<file path="config.mk">
export PLATFORM = sky130hd
export DESIGN_NAME = tactical_line_mode_codec
export DESIGN_NICKNAME = d
export VERILOG_FILES = /design/src/verilog/line_codec_pkg.sv /design/src/verilog/sync2.sv /design/src/verilog/tactical_line_mode_codec.sv
export VERILOG_INCLUDE_DIRS = /design/src /design/src/verilog
export SDC_FILE = /design/constraint.sdc
export NUM_CORES = 1
export LEC_CHECK = 0
export BUFFER_PORTS_ARGS = -buffer_cell sky130_fd_sc_hd__buf_2
export CAP_MARGIN = 20
export CELL_PAD_IN_SITES_DETAIL_PLACEMENT = 0
export CELL_PAD_IN_SITES_GLOBAL_PLACEMENT = 2
export CORE_MARGIN = 3
export CORE_UTILIZATION = 35
export DETAILED_ROUTE_END_ITERATION = 10
export HOLD_SLACK_MARGIN = 0.05
export PLACE_DENSITY_LB_ADDON = 0.08
export SYNTH_ARGS = -nofsm -noshare
export SYNTH_HDL_FRONTEND = slang
export SYNTH_SLANG_ARGS = --single-unit
</file>
<file path="constraint.sdc">
create_clock -name core_clk_in -period 2.6 [get_ports core_clk_in]
set_clock_uncertainty 0.05 [all_clocks]
set_input_delay 0.78 -clock core_clk_in [delete_from_list [all_inputs] [get_ports core_clk_in]]
set_output_delay 0.78 -clock core_clk_in [all_outputs]
set_load 0.005 [all_outputs]
</file>
<file path="src/verilog/line_codec_defs.svh">
// constants for the tactical line mode codec
`ifndef LINE_CODEC_DEFS_SVH
`define LINE_CODEC_DEFS_SVH
`define RATE_16K_BPS        32'd16
`define RATE_32K_BPS        32'd32
`define CLK_HZ              32'd100000000
`define DIPHASE_HALF_16K    32'd3125
`define DIPHASE_HALF_32K    32'd1562
`define PHASE_BAD_LIMIT     4'h3
`endif

</file>
<file path="src/verilog/line_codec_pkg.sv">
// types for the tactical line mode codec
package line_codec_pkg;
    typedef enum logic [1:0] {
        mode_normal,
        mode_separate,
        mode_comb16,
        mode_comb32
    } line_mode_t;
endpackage : line_codec_pkg

</file>
<file path="src/verilog/sync2.sv">
// two flip-flop synchroniser with edge detection on the settled level
`timescale 1ns/1ps
module sync2 (
    input  wire logic core_clk_in,
    input  wire logic rst_n_in,
    input  wire logic async_in,
    output logic      level_out,
    output logic      rise_out,
    output logic      fall_out
);
    logic meta_reg;
    logic stage_reg;
    logic prev_reg;

    always_ff @(posedge core_clk_in) begin
        if (!rst_n_in) begin
            meta_reg  <= 1'b0;
            stage_reg <= 1'b0;
            prev_reg  <= 1'b0;
        end else begin
            meta_reg  <= async_in;
            stage_reg <= meta_reg;
            prev_reg  <= stage_reg;
        end
    end

    assign level_out = stage_reg;
    assign rise_out  = stage_reg & ~prev_reg;
    assign fall_out  = ~stage_reg & prev_reg;
endmodule : sync2

</file>
<file path="src/verilog/tactical_line_mode_codec.sv">
// line coder/decoder for separate-clock (ALTERNATE_MARK_INVERSION) and combined-clock (diphase) modes
`timescale 1ns/1ps
`include "line_codec_defs.svh"
module tactical_line_mode_codec #(
    parameter int HALF_16K = `DIPHASE_HALF_16K,
    parameter int HALF_32K = `DIPHASE_HALF_32K
) (
    input  wire logic        core_clk_in,
    input  wire logic        rst_n_in,
    input  wire logic        strap_sep_n_in,
    input  wire logic        strap_comb_n_in,
    input  wire logic        tx_clock_internal_in,
    input  wire logic        internal_clock_in,
    input  wire logic [11:0] rate_kbps_in,
    input  wire logic        terminal_tx_clock_in,
    input  wire logic        tx_line_pos_in,
    input  wire logic        tx_line_neg_in,
    input  wire logic        comb_line_in,
    input  wire logic        rx_data_in,
    input  wire logic        rx_bit_clock_in,
    output logic             tx_bit_out,
    output logic             tx_bit_valid_out,
    output logic             rx_clock_out,
    output logic             rx_line_pos_out,
    output logic             rx_line_neg_out,
    output logic             internal_tx_clock_out,
    output logic             comb_line_out,
    output logic             data_phase_warning_out,
    output logic             config_error_out,
    output logic [1:0]       mode_out
);
    line_codec_pkg::line_mode_t mode_reg;
    logic init_reg;

    logic ttc_lvl, ttc_rise, ttc_fall;
    logic pos_lvl, neg_lvl, comb_lvl, comb_rise, comb_fall;
    logic icl_lvl, rxc_lvl, rxc_rise, rxc_fall, rxd_lvl;
    logic sep_n_lvl, comb_n_lvl;

    // every outside signal except rst_n_in, rate_kbps_in and tx_clock_internal_in settles through two flip-flops before use
    sync2 u_ttc (.core_clk_in(core_clk_in), .rst_n_in(rst_n_in), .async_in(terminal_tx_clock_in),
                 .level_out(ttc_lvl), .rise_out(ttc_rise), .fall_out(ttc_fall));
    sync2 u_pos (.core_clk_in(core_clk_in), .rst_n_in(rst_n_in), .async_in(tx_line_pos_in),
                 .level_out(pos_lvl), .rise_out(), .fall_out());
    sync2 u_neg (.core_clk_in(core_clk_in), .rst_n_in(rst_n_in), .async_in(tx_line_neg_in),
                 .level_out(neg_lvl), .rise_out(), .fall_out());
    sync2 u_cmb (.core_clk_in(core_clk_in), .rst_n_in(rst_n_in), .async_in(comb_line_in),
                 .level_out(comb_lvl), .rise_out(comb_rise), .fall_out(comb_fall));
    sync2 u_icl (.core_clk_in(core_clk_in), .rst_n_in(rst_n_in), .async_in(internal_clock_in),
                 .level_out(icl_lvl), .rise_out(), .fall_out());
    sync2 u_rxc (.core_clk_in(core_clk_in), .rst_n_in(rst_n_in), .async_in(rx_bit_clock_in),
                 .level_out(rxc_lvl), .rise_out(rxc_rise), .fall_out(rxc_fall));
    sync2 u_rxd (.core_clk_in(core_clk_in), .rst_n_in(rst_n_in), .async_in(rx_data_in),
                 .level_out(rxd_lvl), .rise_out(), .fall_out());
    sync2 u_sp1 (.core_clk_in(core_clk_in), .rst_n_in(rst_n_in), .async_in(strap_sep_n_in),
                 .level_out(sep_n_lvl), .rise_out(), .fall_out());
    sync2 u_sp2 (.core_clk_in(core_clk_in), .rst_n_in(rst_n_in), .async_in(strap_comb_n_in),
                 .level_out(comb_n_lvl), .rise_out(), .fall_out());

    // straps are caught once, a few cycles after reset so the synchronisers have settled
    logic [1:0] strap_wait_reg;
    always_ff @(posedge core_clk_in) begin
        if (!rst_n_in) begin
            mode_reg       <= line_codec_pkg::mode_normal;
            init_reg       <= 1'b1;
            strap_wait_reg <= 2'h0;
        end else if (init_reg) begin
            strap_wait_reg <= strap_wait_reg + 2'h1;
            if (strap_wait_reg == 2'h3) begin
                init_reg <= 1'b0;
                unique case ({~sep_n_lvl, ~comb_n_lvl})
                    2'b10:   mode_reg <= line_codec_pkg::mode_separate;
                    2'b01:   mode_reg <= line_codec_pkg::mode_comb16;
                    2'b11:   mode_reg <= line_codec_pkg::mode_comb32;
                    2'b00:   mode_reg <= line_codec_pkg::mode_normal;
                endcase
            end
        end
    end

    wire sep_mode  = (mode_reg == line_codec_pkg::mode_separate);
    wire comb_mode = (mode_reg == line_codec_pkg::mode_comb16)
                   | (mode_reg == line_codec_pkg::mode_comb32);

    // separate-clock tx: ternary line decoded to bits, sampled on chosen clock edge
    logic sample_fall_reg;
    logic sample_edge;
    logic [3:0] marg_cnt_reg;
    logic prev_pos_reg, prev_neg_reg;
    assign sample_edge = sample_fall_reg ? ttc_fall : ttc_rise;

    // the line must hold still around the sampling edge; a change just before four sampling edges in a row
    // means we sample near a transition, so move to the opposite edge
    always_ff @(posedge core_clk_in) begin
        if (!rst_n_in) begin
            prev_pos_reg           <= 1'b0;
            prev_neg_reg           <= 1'b0;
            sample_fall_reg        <= 1'b0;
            marg_cnt_reg           <= 4'h0;
            data_phase_warning_out <= 1'b0;
        end else begin
            prev_pos_reg           <= pos_lvl;
            prev_neg_reg           <= neg_lvl;
            data_phase_warning_out <= 1'b0;
            if (sep_mode && sample_edge) begin
                if ((pos_lvl != prev_pos_reg) || (neg_lvl != prev_neg_reg)) begin
                    if (marg_cnt_reg == `PHASE_BAD_LIMIT) begin
                        sample_fall_reg        <= ~sample_fall_reg;
                        data_phase_warning_out <= 1'b1;
                        marg_cnt_reg           <= 4'h0;
                    end else begin
                        marg_cnt_reg <= marg_cnt_reg + 4'h1;
                    end
                end else begin
                    marg_cnt_reg <= 4'h0;
                end
            end
        end
    end

    // combined-clock rx of terminal line: diphase, transition at every bit boundary,
    // mid-bit transition marks a one
    // 14 bits: a whole 16k bit spans more than 6000 cycles and must not saturate early
    logic [13:0] gap_reg;
    logic [13:0] half_len;
    logic        mid_seen_reg;
    assign half_len = (mode_reg == line_codec_pkg::mode_comb32) ? HALF_32K[13:0] : HALF_16K[13:0];

    always_ff @(posedge core_clk_in) begin
        if (!rst_n_in) begin
            tx_bit_out       <= 1'b0;
            tx_bit_valid_out <= 1'b0;
            gap_reg          <= 14'h0000;
            mid_seen_reg     <= 1'b0;
        end else begin
            tx_bit_valid_out <= 1'b0;
            if (sep_mode && sample_edge) begin
                tx_bit_out       <= pos_lvl | neg_lvl;
                tx_bit_valid_out <= 1'b1;
            end else if (comb_mode) begin
                if (comb_rise || comb_fall) begin
                    gap_reg <= 14'h0000;
                    // short gap: one half of a one, the second half emits it; long gap: full bit
                    if (gap_reg < half_len + (half_len >> 1)) begin
                        if (mid_seen_reg) begin
                            tx_bit_out       <= 1'b1;
                            tx_bit_valid_out <= 1'b1;
                            mid_seen_reg     <= 1'b0;
                        end else begin
                            mid_seen_reg <= 1'b1;
                        end
                    end else begin
                        tx_bit_out       <= 1'b0;
                        tx_bit_valid_out <= 1'b1;
                        mid_seen_reg     <= 1'b0;
                    end
                end else if (gap_reg != 14'h3fff) begin
                    gap_reg <= gap_reg + 14'h0001;
                end
            end
        end
    end

    // separate-clock rx: ALTERNATE_MARK_INVERSION coder clocked by the modem rx clock, clock passed out apart
    logic last_pol_reg;
    always_ff @(posedge core_clk_in) begin
        if (!rst_n_in) begin
            rx_line_pos_out <= 1'b0;
            rx_line_neg_out <= 1'b0;
            last_pol_reg    <= 1'b0;
            rx_clock_out    <= 1'b0;
        end else begin
            rx_clock_out <= sep_mode & rxc_lvl;
            if (!sep_mode) begin
                rx_line_pos_out <= 1'b0;
                rx_line_neg_out <= 1'b0;
            end else if (rxc_fall) begin
                if (rxd_lvl) begin
                    rx_line_pos_out <= ~last_pol_reg;
                    rx_line_neg_out <= last_pol_reg;
                    last_pol_reg    <= ~last_pol_reg;
                end else begin
                    rx_line_pos_out <= 1'b0;
                    rx_line_neg_out <= 1'b0;
                end
            end
        end
    end

    // internal tx clock out and combined-clock diphase encoder
    // rx_bit_clock_in is free-running, so 's rate span is only bounded by sampling
    logic rx_half_reg;
    always_ff @(posedge core_clk_in) begin
        if (!rst_n_in) begin
            internal_tx_clock_out <= 1'b0;
            comb_line_out         <= 1'b0;
            rx_half_reg           <= 1'b0;
        end else begin
            internal_tx_clock_out <= sep_mode & tx_clock_internal_in & icl_lvl;
            if (comb_mode && rxc_rise) begin
                comb_line_out <= ~comb_line_out;
                rx_half_reg   <= rxd_lvl;
            end else if (comb_mode && rxc_fall && rx_half_reg) begin
                comb_line_out <= ~comb_line_out;
            end
        end
    end

    // in the combined modes only rates outside 16..32 flag; 20 passes though the link will not run
    always_ff @(posedge core_clk_in) begin
        if (!rst_n_in) begin
            config_error_out <= 1'b0;
            mode_out         <= 2'h0;
        end else begin
            config_error_out <= comb_mode && ((rate_kbps_in < `RATE_16K_BPS)
                                || (rate_kbps_in > `RATE_32K_BPS));
            mode_out         <= mode_reg;
        end
    end
endmodule : tactical_line_mode_codec

</file>
# After elaboration in Yosys (flattened, before gate mapping)
# Cells that the tools add are included.
[totals]
mem_bits_rw = 0
register_bits = 61
rom_bits = 0
latch_bits = 0
inputBits = 24
wordCells = 131
output_inout_bits = 11
memories = 0
[op_classes]
shift = 0
n_bitwise = 23
n_mul = 0
div_mod_pow = 0
add_sub_neg = 4
n_reduce_logical = 21
order_cmp = 3
n_mux = 26
eq_ne = 12
[ops]
columns = ["operator", "n"]
rows = [
  ["14-bit 2-to-1 mux", 2],
  ["1-bit 2-to-1 mux", 20],
  ["3-bit AND reduction", 6],
  ["14-bit by 1-bit adder with 14-bit output, second input constant", 1],
  ["14-bit by 13-bit < comparator with 1-bit output", 1],
  ["14-bit != test, second input constant", 1],
  ["12-bit by 11-bit adder with 13-bit output", 1],
  ["12-bit by 6-bit > comparator with 1-bit output, second input constant", 1],
  ["12-bit by 5-bit < comparator with 1-bit output, second input constant", 1],
  ["12-bit 2-to-1 mux", 1],
  ["1-bit NOT", 12],
  ["2-bit == test, second input constant", 5],
  ["1-bit AND", 9],
  ["4-bit 2-to-1 mux", 2],
  ["2-bit case mux with 4 select lines", 1],
  ["2-bit nonzero test", 4],
  ["1-bit logical AND", 5],
  ["4-bit by 1-bit adder with 4-bit output, second input constant", 1],
  ["2-bit by 1-bit == test with 1-bit output, second input constant", 2],
  ["4-bit by 2-bit == test with 1-bit output, second input constant", 1],
  ["2-bit AND reduction", 2],
  ["1-bit logical OR", 3],
  ["3-bit != test, second input constant", 1],
  ["2-bit by 1-bit adder with 2-bit output, second input constant", 1],
  ["3 further kinds", 5],
]

# Depth between registers and ports, before layout
[logic_depth]
depth_word = 8
ltp_mapped = 8
ltp_nobuf = 8

# Hierarchy
# A second synthesis with hierarchy kept.
[unflattened]
cells_unflattened = 295
hier_area_um2 = 2726.4
[modules_own_cells]
columns = ["module", "cells_per_inst", "n_inst", "seq_area_each_um2", "area_each_um2"]
rows = [
  ["tactical_line_mode_codec", 223, 1, 800.8, 1904.3],
  ["sync2", 8, 9, 60.1, 91.3],
]

# Worst setup path before layout
# Ideal clock, no wire load.
[synth_path]
path_kind = "input to register"
start = "input rst_n_in"
end = "register gap_reg[3]"
setup_ns = 0.059
arrival_time_ns = 1.852
slack_ns = 0.638
required_ns = 2.491
path_buffers = 2
cell_stages = 5
path_cell_list = "clkbuf_1 nand2_1 clkbuf_1 or4_1 nand2_1"
[synth_lines]
columns = ["element", "line_no", "source"]
rows = [
  ["from (decl)", "tactical_line_mode_codec.sv:9", "input wire logic rst_n_in,"],
  ["to (signal assigned)", "tactical_line_mode_codec.sv:158", "gap_reg <= gap_reg + 14'h0001;"],
  ["to (decl)", "tactical_line_mode_codec.sv:124", "logic [13:0] gap_reg;"],
]

# Worst setup path in the final report
[layout_path]
start = "register mode_reg[0]"
end = "register tx_bit_valid_out"
[layout_between]
elab_chain_len = 8
word_cells_on_any_way = 12
cone_classes = "1 x add/sub; 1 x order compare; 3 x eq/ne; 5 x mux; 1 x bitwise; 1 x reduce/logical"
[layout_lines]
columns = ["element", "line_no", "source"]
rows = [
  ["from (decl)", "tactical_line_mode_codec.sv:32", "line_codec_pkg::line_mode_t mode_reg;"],
  ["from (signal assigned)", "tactical_line_mode_codec.sv:64", "mode_reg <= line_codec_pkg::mode_normal;"],
  ["from (signal assigned)", "tactical_line_mode_codec.sv:72", "2'b10: mode_reg <= line_codec_pkg::mode_separate;"],
  ["from (signal assigned)", "tactical_line_mode_codec.sv:73", "2'b01: mode_reg <= line_codec_pkg::mode_comb16;"],
  ["2-bit == test", "tactical_line_mode_codec.sv:83, tactical_line_mode_codec.sv:127", ""],
  ["12-bit 2-to-1 mux", "tactical_line_mode_codec.sv:127", "assign half_len = (mode_reg == line_codec_pkg::mode_comb32) ? HALF_32K[13:0] : HALF_16K[13:0];"],
  ["12-bit by 11-bit adder with 13-bit output", "tactical_line_mode_codec.sv:144", "if (gap_reg < half_len + (half_len >> 1)) begin"],
  ["14-bit by 13-bit < comparator with 1-bit output", "tactical_line_mode_codec.sv:144", ""],
  ["1-bit 2-to-1 mux", "tactical_line_mode_codec.sv:144", ""],
  ["1-bit 2-to-1 mux", "tactical_line_mode_codec.sv:141", "if (comb_rise || comb_fall) begin"],
  ["1-bit 2-to-1 mux", "tactical_line_mode_codec.sv:140", "end else if (comb_mode) begin"],
  ["1-bit 2-to-1 mux *", "tactical_line_mode_codec.sv:137", "if (sep_mode && sample_edge) begin"],
  ["to (signal assigned)", "tactical_line_mode_codec.sv:136", "tx_bit_valid_out <= 1'b0;"],
  ["to (signal assigned)", "tactical_line_mode_codec.sv:139", "tx_bit_valid_out <= 1'b1;"],
  ["to (signal assigned)", "tactical_line_mode_codec.sv:147", "tx_bit_valid_out <= 1'b1;"],
  ["to (decl)", "tactical_line_mode_codec.sv:22", "output logic tx_bit_valid_out,"],
]
# Mark *: on every way between the ends. The rest lies on a longest branch, timed or not.
# A chain may end at the register's enable or synchronous reset.

==> summary.txt <==
Clock tree
  – CTS tree: yes
  – CTS buffer count: 9
  – Max H-tree Level: 3
  – Hold Buf Count CTS: 0
  – # clock sinks: 61
  – Root buf cell: clkbuf_8
  – CTS clk-pin slew, worst paths: 70 ps
  – CTS resizes: 0
  – Post-CTS setup buffers: 0
  – Clock latency on the worst-skew pair: 340 ps
  – Clock Tree Buf Depth: 2

Min path
  – Hold Crit Start: u_icl.level_out$_SDFF_PN0_
  – Hold Crit Depth: 2
  – Worst min-delay path endpoint: internal_tx_clock_out$_SDFF_PN0_
  – Hold WC Path Type: register to register

Floorplanning
  – Die width: 91.0 um
  – Core Box Area: 0.00691 mm2
  – Initial Utilization: 0.366
  – Die Y: ~90 um
  – Total Die Area: 0.00829 mm2
  – Rows: 30
  – I/O Pins: 35

Placement
  – Gpl congestion: approximately 0.78
  – Post-DP HPWL: ~3600 um
  – Post-Place Setup Slack: 458 ps
  – Port Buffers: 34

Synth
  – Synth Warn #: 0
  – Post-synth EDFFs: 0
  – Synth Register Bits: 61
  – Unique masters post-synth: 47
  – Cells after Synth: about 270
  – FFs w/ async S/R, synth: 0
  – Cell area after synthesis: 0.00253 mm2
  – Syn nets: 304
  – Sequential share of the synthesized area: 0.482
  – Mean Syn Cell Area: slightly above 9 um2
  – Ys flop type: dfxtp_1

Global route
  – First-pass GRT wire length: 9030 um
  – GR Overflow Total: 0
  – Largest net degree at the start of global routing: 34
  – GRT met2 Usage: 0.224
  – Initial antenna violation count: 0
  – Vias in the first global route: 1944
  – GRT Resource Usage Total: 0.137
  – GRT Max-Usage Layer: met2
  – M3 GR Usage: 0.0505
  – Met1 GRT Util: 0.163

Pwr
  – Pleak: 0.00119 uW
  – Comb pwr share: 0.065
  – Pint: between 1000 and 1500 uW
  – Net Switching: between 400 and 500 uW
  – Power per cell area: 650 mW/mm2
  – Sw Share: 0.240
  – Part of the power in registers: 0.513
  – Max VDD drop: 0.295 mV
  – Clock power frac: 0.422

STA
  – Max_slew headroom: 0.707
  – Worst hold margin: approximately 360 ps
  – Fin Setup TNS: 0 ps
  – RSZ-0062 raised after global routing: no
  – Max-slew violation count: 0
  – Fin worst setup slack: about 430 ps
  – Setup violations, final: 0
  – Worst-margin pin slew: ~440 ps
  – Final period util: 0.833
  – Hold Fails Final Rpt: 0
  – FMAX: ~0.46 GHz
  – Tmin final: 2170 ps

Final layout
  – Layout cells sized above 1: 0.192
  – Most frequent cells in the layout: dfxtp_1 (61), buf_2 (34), nor2_1 (28), and2_1 (25), nand2_1 (24)
  – Fin nets: 339
  – Area grow syn2layout: 17.3%
  – Most common cell after layout, fill and taps aside: dfxtp_1
  – Max FFs per register: 14
  – Diodes inserted: 0
  – Fillers: 717

Critical path
  – Worst R2R Start: mode_reg[0]$_SDFFE_PN0P_
  – Setup CP Type: register to register
  – Worst r2r dst: tx_bit_valid_out$_SDFF_PN0_
  – Arr. time, crit path: 2330 ps
  – CP max FO: 7
  – Worst Path Required: 2770 ps
  – Setup crit start kind: register
  – Sequence of cells on the critical path: nand2_1 -> inv_2 -> ha_1 -> a221oi_1 -> o21ai_1 -> a21oi_1 -> o221ai_1 -> o311a_1
  – Crit. End Element: register
  – Max incr delay on CP: 430 ps
  – Worst reg2reg setup slack: approximately 430 ps
  – R2R depth: 8
  – Worst path slowest cell: dfxtp_1

Route
  – Vias per inst: 4.77
  – WL final: 5210 um
  – Drt drc: 0
  – Antenna Violating Nets Remaining: 0
  – DR iter-0 viols: 58
  – Detailed Routing Iterations Pass 1: 4
  – Avg WL per Cell: approximately 13 um
  – Vias: 1952

Run
  – Max-cap violation count: 0

Run status
  – Outcome: finished clean
[worst max path at each step]
stage / from / endpoint / slack, ps / cells after the start
floorplan: rst_n_in / gap_reg[3]$_SDFFE_PN0P_ / 640 / 5
global placement: mode_reg[0]$_SDFFE_PN0P_ / tx_bit_valid_out$_SDFF_PN0_ / 520 / 8
detailed placement: mode_reg[0]$_SDFFE_PN0P_ / tx_bit_valid_out$_SDFF_PN0_ / 460 / 8
CTS: mode_reg[0]$_SDFFE_PN0P_ / tx_bit_valid_out$_SDFF_PN0_ / 420 / 8
global route: mode_reg[0]$_SDFFE_PN0P_ / tx_bit_valid_out$_SDFF_PN0_ / 240 / 8
finish: mode_reg[0]$_SDFFE_PN0P_ / tx_bit_valid_out$_SDFF_PN0_ / 430 / 8
[power by group through the flow]
stage / Sequential, uW / Clock [uW] / Combinational (uW)
3_5_place_dp: 1010 / 0 / 128
3_3_place_gp: 1010 / 0 / 128
5_1_grt: 992 / 888 / 144
2_1_floorplan: 1000 / 0 / 89.4
6_report: 988 / 813 / 126
4_1_cts: 988 / 847 / 128
[critical path: cells and delay by family, from the launching register on]
kind                       cells  cell delay, ps
AOI/OAI and AO/OA              5            1030
adders and majority gates      1             250
buffers and inverters          1             110
DFF                            1             430
and+or+nand+nor                1             200
[cell type report]
class / count / area, um2 / share of cell area
Multi-Input combinational cell: 195 / 1230 / 0.414
Sequential cell: 61 / 1220 / 0.411
Timing Repair Buffer: 37 / 193 / 0.0649
Clock buffer: 10 / 128 / 0.0430
Tap cell: 96 / 120 / 0.0405
Clock inverter: 6 / 63.8 / 0.0215
Inverter: 4 / 15.0 / 0.00506
[layer usage]
layer	up-vias	wire length (um)	part of all wire
met4	0	76	0.015
met2	24	2410	0.46
li1	1027	-	-
met5	-	0	0
met1	893	2530	0.49
met3	8	191	0.037
[Yosys cell counts, drive strengths merged (5+ instances only)]
master | n | share of area
nor2 | 28 | 0.042
nand3 | 15 | 0.030
buf | 6 | 0.016
xor2 | 10 | 0.035
nor2b | 6 | 0.015
nand2 | 24 | 0.036
a21oi | 15 | 0.030
dfxtp | 61 | 0.48
or4 | 6 | 0.018
and2 | 25 | 0.062
ha | 7 | 0.035
o21ai | 10 | 0.020
clkbuf | 7 | 0.010
xnor2 | 5 | 0.017
[metrics by stage]
step           cell area [um2]  utilization  instances  power (uW)
2_1_floorplan             2530            -        273        1090
3_3_place_gp              2780        0.402        393        1140
3_5_place_dp              2780        0.402        393        1140
4_1_cts                   2970        0.430        409        1960
5_1_grt                   2970        0.430        409        2020
6_report                  2970        0.430        409        1930
[kinds of logic after synthesis]
family          share of synthesized area
xor+xnor                           0.0519
buf+inv                            0.0326
compound gates                      0.127
fa+ha+maj                          0.0346
flops                               0.482
mux                               0.00791
simple gates                        0.263
Power figures use the tool's default switching activity.
